File: config.mk
export PLATFORM = sky130hd
export DESIGN_NAME = pin_function_mux_gpio
export DESIGN_NICKNAME = d
export VERILOG_FILES = /design/src/include/pinmux_pkg.sv /design/src/pin_cell.sv /design/src/pin_function_mux_gpio.sv
export SDC_FILE = /design/constraint.sdc
export NUM_CORES = 1
export LEC_CHECK = 0
export BUFFER_PORTS_ARGS = -buffer_cell sky130_fd_sc_hd__buf_2
export CELL_PAD_IN_SITES_DETAIL_PLACEMENT = 2
export CELL_PAD_IN_SITES_GLOBAL_PLACEMENT = 2
export CORE_MARGIN = 1
export CORE_UTILIZATION = 34
export DETAILED_ROUTE_END_ITERATION = 10
export PLACE_DENSITY_LB_ADDON = 0.1
export SYNTH_ARGS = -nofsm -noshare
export SYNTH_HDL_FRONTEND = slang
export SYNTH_SLANG_ARGS = --single-unit
File: constraint.sdc
create_clock -name clk -period 1.9 [get_ports clk]
set_input_delay 0.38 -clock clk [delete_from_list [all_inputs] [get_ports clk]]
set_output_delay 0.38 -clock clk [all_outputs]
set_load 0.1 [all_outputs]
File: src/include/pinmux_pkg.sv
// Shared constants for the pin function multiplexer and GPIO block.
// Assumes an APB master with 32-bit data and byte addresses.
package pinmux_pkg;

   // ----------------------------------------------------------------
   // Bus geometry
   // ----------------------------------------------------------------
   localparam int ADDR_W = 12;                // Byte address width
   localparam int DATA_W = 32;                // APB data width

   // ----------------------------------------------------------------
   // Register offsets (byte addresses)
   // ----------------------------------------------------------------
   localparam logic [11:0] OFS_INUSE = 12'h000; // 1 = GPIO, 0 = peripheral
   localparam logic [11:0] OFS_ALT   = 12'h004; // 1 = alternate function
   localparam logic [11:0] OFS_LOOP  = 12'h008; // Loopback enables
   localparam logic [11:0] OFS_DIR   = 12'h00c; // 1 = GPIO output
   localparam logic [11:0] OFS_DOUT  = 12'h010; // GPIO data register
   localparam logic [11:0] OFS_DIN   = 12'h014; // Pin levels, read only
   localparam logic [11:0] OFS_PULL  = 12'h018; // Pull-up enables
   localparam logic [11:0] OFS_INSEL = 12'h01c; // Input path select
   localparam logic [11:0] OFS_IRQEN = 12'h020; // Pin event enables
   localparam logic [11:0] OFS_IRQST = 12'h024; // Sticky events, W1C
   localparam logic [11:0] OFS_PAD   = 12'h100; // Pad settings, 1 per pin

   // ----------------------------------------------------------------
   // Per-pin pad setting word
   // ----------------------------------------------------------------
   localparam int CFG_W       = 8;            // Stored width
   localparam int PAD_W       = 5;            // Bits presented to pad
   localparam int CFG_SLEW    = 0;            // Fast slew when set
   localparam int CFG_DRV_LO  = 1;            // Drive strength [2:1]
   localparam int CFG_PULL_LO = 3;            // Pull select [4:3]
   localparam int CFG_ROUT_LO = 5;            // GPIO output source [6:5]
   localparam int CFG_RIN     = 7;            // GPIO input destination

   // GPIO output source codes
   typedef enum logic [1:0]
   {
      ROUT_DATA = 2'h0,
      ROUT_A    = 2'h1,
      ROUT_B    = 2'h2,
      ROUT_C    = 2'h3
   } rout_type;

   // ----------------------------------------------------------------
   // Reset values
   // ----------------------------------------------------------------
   localparam logic [CFG_W-1:0] RST_PAD = 8'h00; // Slow, weak, no pull
   localparam logic [31:0]      RST_REG = 32'h0000_0000;

endpackage : pinmux_pkg

File: src/pin_cell.sv
// One pin's multiplexer: picks the pad driver and steers the pad level.
// Purely combinational; the parent registers every result.
`timescale 1ns/10ps

module pin_cell
(
   // Mode controls
   input  wire logic       gpioMode,
   input  wire logic       altMode,
   input  wire logic       loopEn,
   input  wire logic       dirOut,
   input  wire logic [1:0] routOut,
   input  wire logic       routIn,
   input  wire logic       dataOut,
   // Peripheral side
   input  wire logic       primOut,
   input  wire logic       primOe,
   input  wire logic       altOut,
   input  wire logic       altOe,
   input  wire logic [2:0] auxIn,
   // Pad side
   input  wire logic       padIn,
   // Results
   output logic            padOut,
   output logic            padOe,
   output logic            primIn,
   output logic            altIn,
   output logic            aOut,
   output logic            bOut
);
   import pinmux_pkg::*;

   // Driver choice and input steering
   always_comb
   begin
      padOut = 1'b0;
      padOe  = 1'b0;
      primIn = 1'b0;
      altIn  = 1'b0;
      aOut   = 1'b0;
      bOut   = 1'b0;
      if (gpioMode)
      begin
         // Software owns the pin; source may be an internal route
         unique case (rout_type'(routOut))
            ROUT_DATA: padOut = dataOut;
            ROUT_A:    padOut = auxIn[0];
            ROUT_B:    padOut = auxIn[1];
            ROUT_C:    padOut = auxIn[2];
         endcase
         padOe = dirOut;
         aOut  = ~routIn & padIn;
         bOut  = routIn & padIn;
      end
      else if (altMode)
      begin
         // Alternate module drives and senses
         padOut = altOut;
         padOe  = altOe;
         altIn  = loopEn ? altOut : padIn;
      end
      else
      begin
         // Primary module; loopback hides the pad from it
         padOut = primOut;
         padOe  = primOe;
         primIn = loopEn ? primOut : padIn;
      end
   end

endmodule : pin_cell

File: src/pin_function_mux_gpio.sv
// Pin function multiplexer with GPIO, pad settings and pin events.
// Assumes an APB master, pins synchronous to clk, one pin cell per pin.
//
// Register access over APB and the register addresses were decided locally.
`timescale 1ns/10ps

module pin_function_mux_gpio
#(
   parameter int               NPINS     = 32,       // Pins in the port
   parameter int               NSEL      = 4,        // Pads feeding one input
   parameter logic [NPINS-1:0] FIX_MASK  = '0,       // Pins fixed at build
   parameter logic [NPINS-1:0] FIX_GPIO  = '0,       // Fixed pin is GPIO
   parameter logic [NPINS-1:0] FIX_ALT   = '0        // Fixed pin alternate
)
(
   // Clock and reset
   input  wire logic                           clk,
   input  wire logic                           rst_b,
   // APB slave
   input  wire logic                           psel,
   input  wire logic                           penable,
   input  wire logic                           pwrite,
   input  wire logic [pinmux_pkg::ADDR_W-1:0]  paddr,
   input  wire logic [pinmux_pkg::DATA_W-1:0]  pwdata,
   output logic      [pinmux_pkg::DATA_W-1:0]  prdata,
   output logic                                pready,
   output logic                                pslverr,
   // Peripheral side
   input  wire logic [NPINS-1:0]               primOut,
   input  wire logic [NPINS-1:0]               primOe,
   input  wire logic [NPINS-1:0]               altOut,
   input  wire logic [NPINS-1:0]               altOe,
   output logic      [NPINS-1:0]               primIn,
   output logic      [NPINS-1:0]               altIn,
   // GPIO internal routes
   input  wire logic [NPINS-1:0]               aIn,
   input  wire logic [NPINS-1:0]               bIn,
   input  wire logic [NPINS-1:0]               cIn,
   output logic      [NPINS-1:0]               aOut,
   output logic      [NPINS-1:0]               bOut,
   // Shared internal input fed by one of several pads
   output logic                                selIn,
   // Pads
   input  wire logic [NPINS-1:0]               padIn,
   output logic      [NPINS-1:0]               padOut,
   output logic      [NPINS-1:0]               padOe,
   output logic      [NPINS-1:0]               pullupEn,
   output logic      [NPINS-1:0][pinmux_pkg::PAD_W-1:0] padSet,
   // Event to the interrupt controller
   output logic                                irq
);
   import pinmux_pkg::*;

   localparam int SELW = (NSEL > 1) ? $clog2(NSEL) : 1;

   // ----------------------------------------------------------------
   // Elaboration checks
   // ----------------------------------------------------------------
   if (NPINS < 1 || NPINS > 32)
      $error("NPINS must lie in 1..32");
   if (NSEL < 2 || NSEL > NPINS)
      $error("NSEL must lie in 2..NPINS");

   // ----------------------------------------------------------------
   // State
   // ----------------------------------------------------------------
   typedef struct packed
   {
      logic [NPINS-1:0]            inUse;    // GPIO selected
      logic [NPINS-1:0]            altSel;   // Alternate selected
      logic [NPINS-1:0]            loopEn;   // Loopback on
      logic [NPINS-1:0]            dirOut;   // GPIO output
      logic [NPINS-1:0]            dataOut;  // GPIO data register
      logic [NPINS-1:0]            pullEn;   // Pull-up enables
      logic [NPINS-1:0]            irqEn;    // Event enables
      logic [NPINS-1:0]            irqStat;  // Sticky events
      logic [NPINS-1:0][CFG_W-1:0] padCfg;   // Pad setting words
      logic [SELW-1:0]             inPath;   // Input path select
      logic [NPINS-1:0]            dataIn;   // Sampled pin levels
      logic [NPINS-1:0]            padOut;
      logic [NPINS-1:0]            padOe;
      logic [NPINS-1:0]            primIn;
      logic [NPINS-1:0]            altIn;
      logic [NPINS-1:0]            aOut;
      logic [NPINS-1:0]            bOut;
      logic                        selIn;
      logic                        irq;
      logic [DATA_W-1:0]           prdata;
      logic                        pready;
      logic                        pslverr;
   } state_type;

   state_type s_r;                            // Registered state
   state_type s_nxt;                          // Next state

   // Combinational pin cell results
   logic [NPINS-1:0] cOut, cOe, cPrim, cAlt, cA, cB;

   // ----------------------------------------------------------------
   // Address decode
   // ----------------------------------------------------------------
   // True when the address hits a pad setting word
   function automatic logic padHit(input logic [ADDR_W-1:0] a);
      padHit = (a >= OFS_PAD) && (a < OFS_PAD + 12'(4 * NPINS))
               && (a[1:0] == 2'h0);
   endfunction : padHit

   // Pad index of a pad setting address
   function automatic logic [4:0] padIdx(input logic [ADDR_W-1:0] a);
      padIdx = 5'(a[ADDR_W-1:2] - OFS_PAD[ADDR_W-1:2]);
   endfunction : padIdx

   // ----------------------------------------------------------------
   // Pin cells
   // ----------------------------------------------------------------
   for (genvar i = 0; i < NPINS; i++)
   begin : g_pin
      pin_cell u_cell
      (
         .gpioMode (s_r.inUse[i]),
         .altMode  (s_r.altSel[i]),
         .loopEn   (s_r.loopEn[i]),
         .dirOut   (s_r.dirOut[i]),
         .routOut  (s_r.padCfg[i][CFG_ROUT_LO +: 2]),
         .routIn   (s_r.padCfg[i][CFG_RIN]),
         .dataOut  (s_r.dataOut[i]),
         .primOut  (primOut[i]),
         .primOe   (primOe[i]),
         .altOut   (altOut[i]),
         .altOe    (altOe[i]),
         .auxIn    ({cIn[i], bIn[i], aIn[i]}),
         .padIn    (padIn[i]),
         .padOut   (cOut[i]),
         .padOe    (cOe[i]),
         .primIn   (cPrim[i]),
         .altIn    (cAlt[i]),
         .aOut     (cA[i]),
         .bOut     (cB[i])
      );
   end

   // ----------------------------------------------------------------
   // Next state
   // ----------------------------------------------------------------
   always_comb
   begin
      logic             setup;
      logic             wr;
      logic             known;
      logic [NPINS-1:0] wv;
      logic [NPINS-1:0] evt;
      setup = psel && !penable;
      wr    = psel && penable && pwrite && s_r.pready;
      known = 1'b0;
      wv    = pwdata[NPINS-1:0];
      // Rising level on an enabled GPIO input is an event
      evt   = padIn & ~s_r.dataIn & s_r.irqEn
              & s_r.inUse & ~s_r.dirOut;
      s_nxt = s_r;

      // Routing results, one edge after the controls
      s_nxt.padOut = cOut;
      s_nxt.padOe  = cOe;
      s_nxt.primIn = cPrim;
      s_nxt.altIn  = cAlt;
      s_nxt.aOut   = cA;
      s_nxt.bOut   = cB;
      // Out-of-range select reads as low rather than X
      s_nxt.selIn  = (int'(s_r.inPath) < NSEL)
                     ? padIn[s_r.inPath] : 1'b0;
      s_nxt.dataIn = padIn;

      // Register writes take effect at the access edge
      if (wr)
      begin
         unique case (paddr)
            OFS_INUSE:
               s_nxt.inUse  = (wv & ~FIX_MASK)
                              | (FIX_GPIO & FIX_MASK);
            OFS_ALT:
               s_nxt.altSel = (wv & ~FIX_MASK)
                              | (FIX_ALT & FIX_MASK);
            OFS_LOOP:  s_nxt.loopEn  = wv;
            OFS_DIR:   s_nxt.dirOut  = wv;
            OFS_DOUT:  s_nxt.dataOut = wv;
            OFS_PULL:  s_nxt.pullEn  = wv;
            OFS_INSEL: s_nxt.inPath  = pwdata[SELW-1:0];
            OFS_IRQEN: s_nxt.irqEn   = wv;
            default:
            begin
               if (padHit(paddr))
                  s_nxt.padCfg[padIdx(paddr)] = pwdata[CFG_W-1:0];
            end
         endcase
      end

      // Sticky events; a new event beats a same-cycle clear
      if (wr && paddr == OFS_IRQST)
         s_nxt.irqStat = (s_r.irqStat & ~wv) | evt;
      else
         s_nxt.irqStat = s_r.irqStat | evt;
      s_nxt.irq = |(s_r.irqStat & s_r.irqEn);

      // Read data is prepared in the setup cycle, so no wait states
      s_nxt.pready  = setup;
      s_nxt.pslverr = 1'b0;
      if (setup)
      begin
         known       = 1'b1;
         s_nxt.prdata = RST_REG;
         unique case (paddr)
            OFS_INUSE: s_nxt.prdata = 32'(s_r.inUse);
            OFS_ALT:   s_nxt.prdata = 32'(s_r.altSel);
            OFS_LOOP:  s_nxt.prdata = 32'(s_r.loopEn);
            OFS_DIR:   s_nxt.prdata = 32'(s_r.dirOut);
            OFS_DOUT:  s_nxt.prdata = 32'(s_r.dataOut);
            OFS_DIN:   s_nxt.prdata = 32'(s_r.dataIn);
            OFS_PULL:  s_nxt.prdata = 32'(s_r.pullEn);
            OFS_INSEL: s_nxt.prdata = 32'(s_r.inPath);
            OFS_IRQEN: s_nxt.prdata = 32'(s_r.irqEn);
            OFS_IRQST: s_nxt.prdata = 32'(s_r.irqStat);
            default:
            begin
               if (padHit(paddr))
                  s_nxt.prdata = 32'(s_r.padCfg[padIdx(paddr)]);
               else
                  known = 1'b0;
            end
         endcase
         // Unmapped address: error answer, read data zero
         s_nxt.pslverr = !known;
      end
   end

   // ----------------------------------------------------------------
   // State register
   // ----------------------------------------------------------------
   always_ff @(posedge clk or negedge rst_b)
   begin
      if (!rst_b)
      begin
         s_r         <= '0;
         // Fixed pins start, and stay, in their built-in function
         s_r.inUse   <= FIX_GPIO & FIX_MASK;
         s_r.altSel  <= FIX_ALT & FIX_MASK;
         s_r.padCfg  <= {NPINS{RST_PAD}};
      end
      else
         s_r <= s_nxt;
   end

   // ----------------------------------------------------------------
   // Outputs, all straight from flip-flops
   // ----------------------------------------------------------------
   assign prdata   = s_r.prdata;
   assign pready   = s_r.pready;
   assign pslverr  = s_r.pslverr;
   assign primIn   = s_r.primIn;
   assign altIn    = s_r.altIn;
   assign aOut     = s_r.aOut;
   assign bOut     = s_r.bOut;
   assign selIn    = s_r.selIn;
   assign padOut   = s_r.padOut;
   assign padOe    = s_r.padOe;
   assign pullupEn = s_r.pullEn;
   assign irq      = s_r.irq;
   for (genvar i = 0; i < NPINS; i++)
   begin : g_pad
      assign padSet[i] = s_r.padCfg[i][PAD_W-1:0];
   end

   logic wrAcc;                                        // Write taken
   assign wrAcc = psel && penable && pwrite && pready;
endmodule : pin_function_mux_gpio

### Yosys cells after proc, flatten, opt, wreduce, memory -nomap -nowiden

Cells that the tools add are included.

* $add $sub $neg: 1
* magnitude comparators: 5
* eq/ne operators: 105
* muxes and demuxes: 430
* bitwise operators: 108
* reductions and logical operators: 56

Operators with widths (count)
* $mux W1: 389
* $pmux W32 S10: 1
* $bwmux W256: 1
* $and A32 B32 Y32: 6
* $eq A2 B2 Y1 const B: 64
* $pmux W1 S4: 32
* $not A32 Y32: 3
* $logic_not A2 Y1: 33
* $and A1 B1 Y1: 64
* $eq A2 B1 Y1 const B: 32
* $or A32 B32 Y32: 2
* $eq A12 B5 Y1 const B: 4
* $bmux W8 S5: 1
* $demux W8 S5: 1
* $not A1 Y1: 33
* $mux W32: 1
* $reduce_or A32 Y1: 1
* $eq A12 B4 Y1 const B: 2
* $eq A12 B6 Y1 const B: 2
* $mux W8: 3
* $reduce_and A2 Y1: 8
* $eq A12 B3 Y1 const B: 1
* $ge A12 B9 Y1 const B: 1
* $logic_not A12 Y1: 1
* 11 further kinds: 19

* flip-flop bits (word level): 774
* input port bits: 305

### Longest topological paths before layout

* depth after elaboration: 8
* gate-level depth with buffers: 9

### By module

Synthesis repeated with hierarchy kept, for this count alone.

* cell total of the unflattened synthesis: 3111
* area total of the unflattened synthesis: 38889.8 sq um

Modules (own cells, without submodules)
* pin_function_mux_gpio: instances 1, cells each 2567, area each 34765.8 sq um
* pin_cell: instances 32, cells each 17, area each 128.9 sq um

### Least setup slack after synthesis

OpenSTA, ideal clock, no wires.

* kind: register -> register
* start: register s_r, in the netlist pready
* end: register s_r, in the netlist padSet[135]
* data arrival time: 2.670 ns
* data required time: 1.775 ns
* slack: -0.895 ns
* cell stages (with the launch flop): 5
* buffers on the path: 0
* period minus slack after synthesis: 2.795 ns
* path through: dfrtp_1 nand4_1 nor3_2 nand2_2 mux2_2

* word-level cells in the longest chain between the ends: 2

Ends and longest elaborated chain
* start, declared: RTL line pin_function_mux_gpio.sv:93 `state_type s_r;`
* start signal, assigned: RTL line pin_function_mux_gpio.sv:249 `s_r <= s_nxt;`
* $logic_and A1 B1 Y1
* $reduce_and A3 Y1 (no line)

No other way between the ends.
A chain may end at the register's enable or synchronous reset.

### Worst setup path after layout

* start: input paddr[8] in the netlist's numbering
* end: register s_r[752] in the netlist's numbering

* word-level cells in the longest chain between the ends: 2

Ends and longest elaborated chain
* start, declared: RTL line pin_function_mux_gpio.sv:23 `input wire logic [pinmux_pkg::ADDR_W-1:0] paddr,`
* $logic_not A12 Y1: RTL line pin_function_mux_gpio.sv:176 `unique case (paddr)`
* $reduce_and A2 Y1 (no line)

No other way between the ends.

==> results.json <==
{
  "status": "finished with violations",
  "violations": "negative setup slack",
  "path_cells": "buf_2 > buf_4 > nor4_2 > buf_4 > nand3_2 > nor3_2 > buf_4 > buf_12 > mux2_2",
  "min_path_type": "input port to register",
  "cts-buffers-inserted": 94,
  "synth_top_area_share_pct": 50.9,
  "first_global_vias": 33259,
  "async_flop_share_pct": 100,
  "drv_slew": 0,
  "fmax_ghz": 0.465,
  "highest_layer": "met5",
  "post_dp_cell_area_um2": 44500,
  "via_per_inst": 5.46,
  "num_rows": 122,
  "drc": 0,
  "place_worst_setup_slack_ns": -1.00,
  "port_buffers": 724,
  "grt.total_usage_pct": 31.8,
  "cts_tree": "built",
  "finalCritPeriodShare_pct": 113,
  "rsz0062_at_grt": "true",
  "wl_met1_mm": 76.6,
  "drt.antenna.violating_nets": 0,
  "clkLatencyLatePin_ns": 0.69,
  "first_iter_violations": 1876,
  "dieWidth_um": 337,
  "crit_buf_inv": 5,
  "met2_length_mm": 91.7,
  "overflow": 0,
  "min_period_ns": 2.15,
  "synthFlopType": "dfrtp_1",
  "cts_buffer_depth": 3,
  "slew_headroom_pct": 44.2,
  "layout_common_cells": "772 x dfrtp_1, 596 x buf_4, 493 x buf_2",
  "yosys.area.top_type": "dfrtp_1",
  "fin_nets": 4247,
  "path_common_cell": "buf_4",
  "wl_per_cell_um": 33.7,
  "worst_pin_slew_ns": 0.836,
  "gp_congestion": 0.945,
  "ys_ff_latch": 774,
  "design.core.area_um2": 111000,
  "clk_pin_slew_ns": 0.06,
  "critPathLaunchType": "input port",
  "critical_path.max_fanout": 18,
  "synth_nets": 3423,
  "layout_commonest_cell": "dfrtp_1",
  "finalSetupViolCount": 409,
  "synth_area_per_cell_um2": 12.2,
  "powerDensity_nw_per_um2": 772,
  "grt_max_degree": 82,
  "finalPower_uw": 39300,
  "synth.yosys.seq_area_share_pct": 50.9,
  "synth_cell_types": 66,
  "synth_area_um2": 38100,
  "critical_path_required_ns": 2.46,
  "finalHoldViolCount": 0,
  "cp_top_family": "buffers and inverters",
  "cp-end-kind": "register",
  "vias": 30099,
  "cp_slowest_cell": "nor4_2",
  "p_leak_uw": 0.0248,
  "dr_wl_met3_mm": 9.78,
  "vdd_ir_drop_max_mv": 0.601,
  "synth-edff-count": 0,
  "wirelength_mm": 186,
  "yosys_warnings": 0,
  "dpl.hpwl_mm": 141,
  "layout-drive-gt1-share_pct": 50.1,
  "worstPathArrival_ns": 2.71,
  "fp.dieH_um": 337,
  "synthesis.instances": 3118,
  "cpPeakStageDelay_ns": 0.45,
  "fin_worst_skew_ns": 0.0239,
  "die-area_um2": 113000,
  "ios": 725,
  "area_growth_pct": 33.5,
  "grt_pass1_wl_mm": 256,
  "fin_ws_ns": -0.251,
  "cap_violations": 0,
  "cts_root_buffer": "clkbuf_16",
  "start_util_pct": 34.4,
  "h-tree-depth": 3,
  "drtPass1Iterations": 5,
  "final_area_um2": 50800,
  "crit_type": "input port to register",
  "antenna_found_initial": 14,
  "clkSinkCount": 774,
  "synthTopCellsByArea": "dfrtp_1 51%, mux2_2 15%, buf_4 8.3%"
}
## worst paths after layout
path / start / end / slack [ns] / cells after the start
worst max-delay path: paddr[8] / s_r[752] / -0.25 / 9
worst min-delay path: primOe[22] / padOe[22] / 0.03 / 3
worst max register to register: pready / padSet[40] / -0.20 / 8
worst min register to register: s_r[357] / aOut[11] / 0.49 / 1
max in group asynchronous: rst_b / padSet[148] / 0.81 / 4
min in group asynchronous: rst_b / altIn[21] / 0.20 / 2
## flip-flops by register name, indices dropped and copies added (netlist names)
| name | count |
|---|---|
| aOut | 32 |
| altIn | 32 |
| bOut | 32 |
| irq | 1 |
| padOe | 32 |
| padOut | 32 |
| padSet | 160 |
| prdata | 32 |
| pready | 1 |
| primIn | 32 |
| pslverr | 1 |
| pullupEn | 32 |
| s_r | 354 |
| selIn | 1 |
## worst register-to-register path, delay by kind of cell, from the launching register on
kind / cells / cell delay (ns)
multiplexers: 1 / 0.32
flip-flops: 1 / 0.42
buffers and inverters: 4 / 0.67
AND/OR/NAND/NOR: 3 / 0.58
## report_power, final
group          leakage (µW)  internal [µW]  total [µW]  switching, µW
combinational        0.0127           1150        3730           2570
clock               0.00157          11300       18800           7520
sequential           0.0105          16600       16700           68.0
## area by class of cell
class                      instances  area [µm²]
fill                           11058       60000
sequential                       774       19400
multi-input combinational       1749       16100
timing repair buffer            1320       10300
clock buffer                     149        2890
tap                             1488        1860
clock inverter                    21         283
antenna                            5        12.5
inverter                           3        11.3
## cell usage after synthesis, drive strengths merged (15+ instances only)
cell	n
a22o	17
nor2	88
nand3	20
o21ai	80
dfrtp	774
mux4	41
and3	37
nor4	15
mux2i	222
nor3	61
a22oi	108
nor2b	38
nand4	21
nand2	204
a21oi	71
nor3b	36
clkbuf	109
buf	483
mux2	508
o2bb2ai	43
## logic make-up after synthesis
kind of cell | share of synthesized area, %
multiplexers | 23.3
flip-flops | 50.9
AO/OA/AOI/OAI | 7.47
AND/OR/NAND/NOR | 8.20
buffers and inverters | 10.2
## stage by stage
stage	TNS [ns]	hold WS (ns)	util (%)	instances
after floorplan	-199.55	0.0844	-	3118
final	-45.39	0.0271	45.9	5509
after global placement	-290.93	0.302	40.2	5224
after CTS	-41.65	0.000171	45.1	5494
after detailed placement	-309.11	0.313	40.2	5224
after global routing	-61.90	0.0295	45.9	5507
## per-layer routing
layer / up-vias / track usage, %
met4: 16 / 11.6
met5: - / 0
li1: 12557 / -
met1: 16198 / 40.1
met2: 1024 / 54.5
met3: 304 / 5.37
## repair_timing
| action | 4_1_cts | 5_1_grt |
|---|---|---|
| setup buffers | 15 | 9 |
| setup endpoints to repair | 641 | 531 |
| hold endpoints to repair | 291 | 0 |
| pin swaps | 17 | 14 |
| hold buffers | 86 | 0 |
| gates cloned | 1 | 5 |
| resized for setup | 402 | 162 |
No activity file was read; power rests on OpenSTA's default activity.
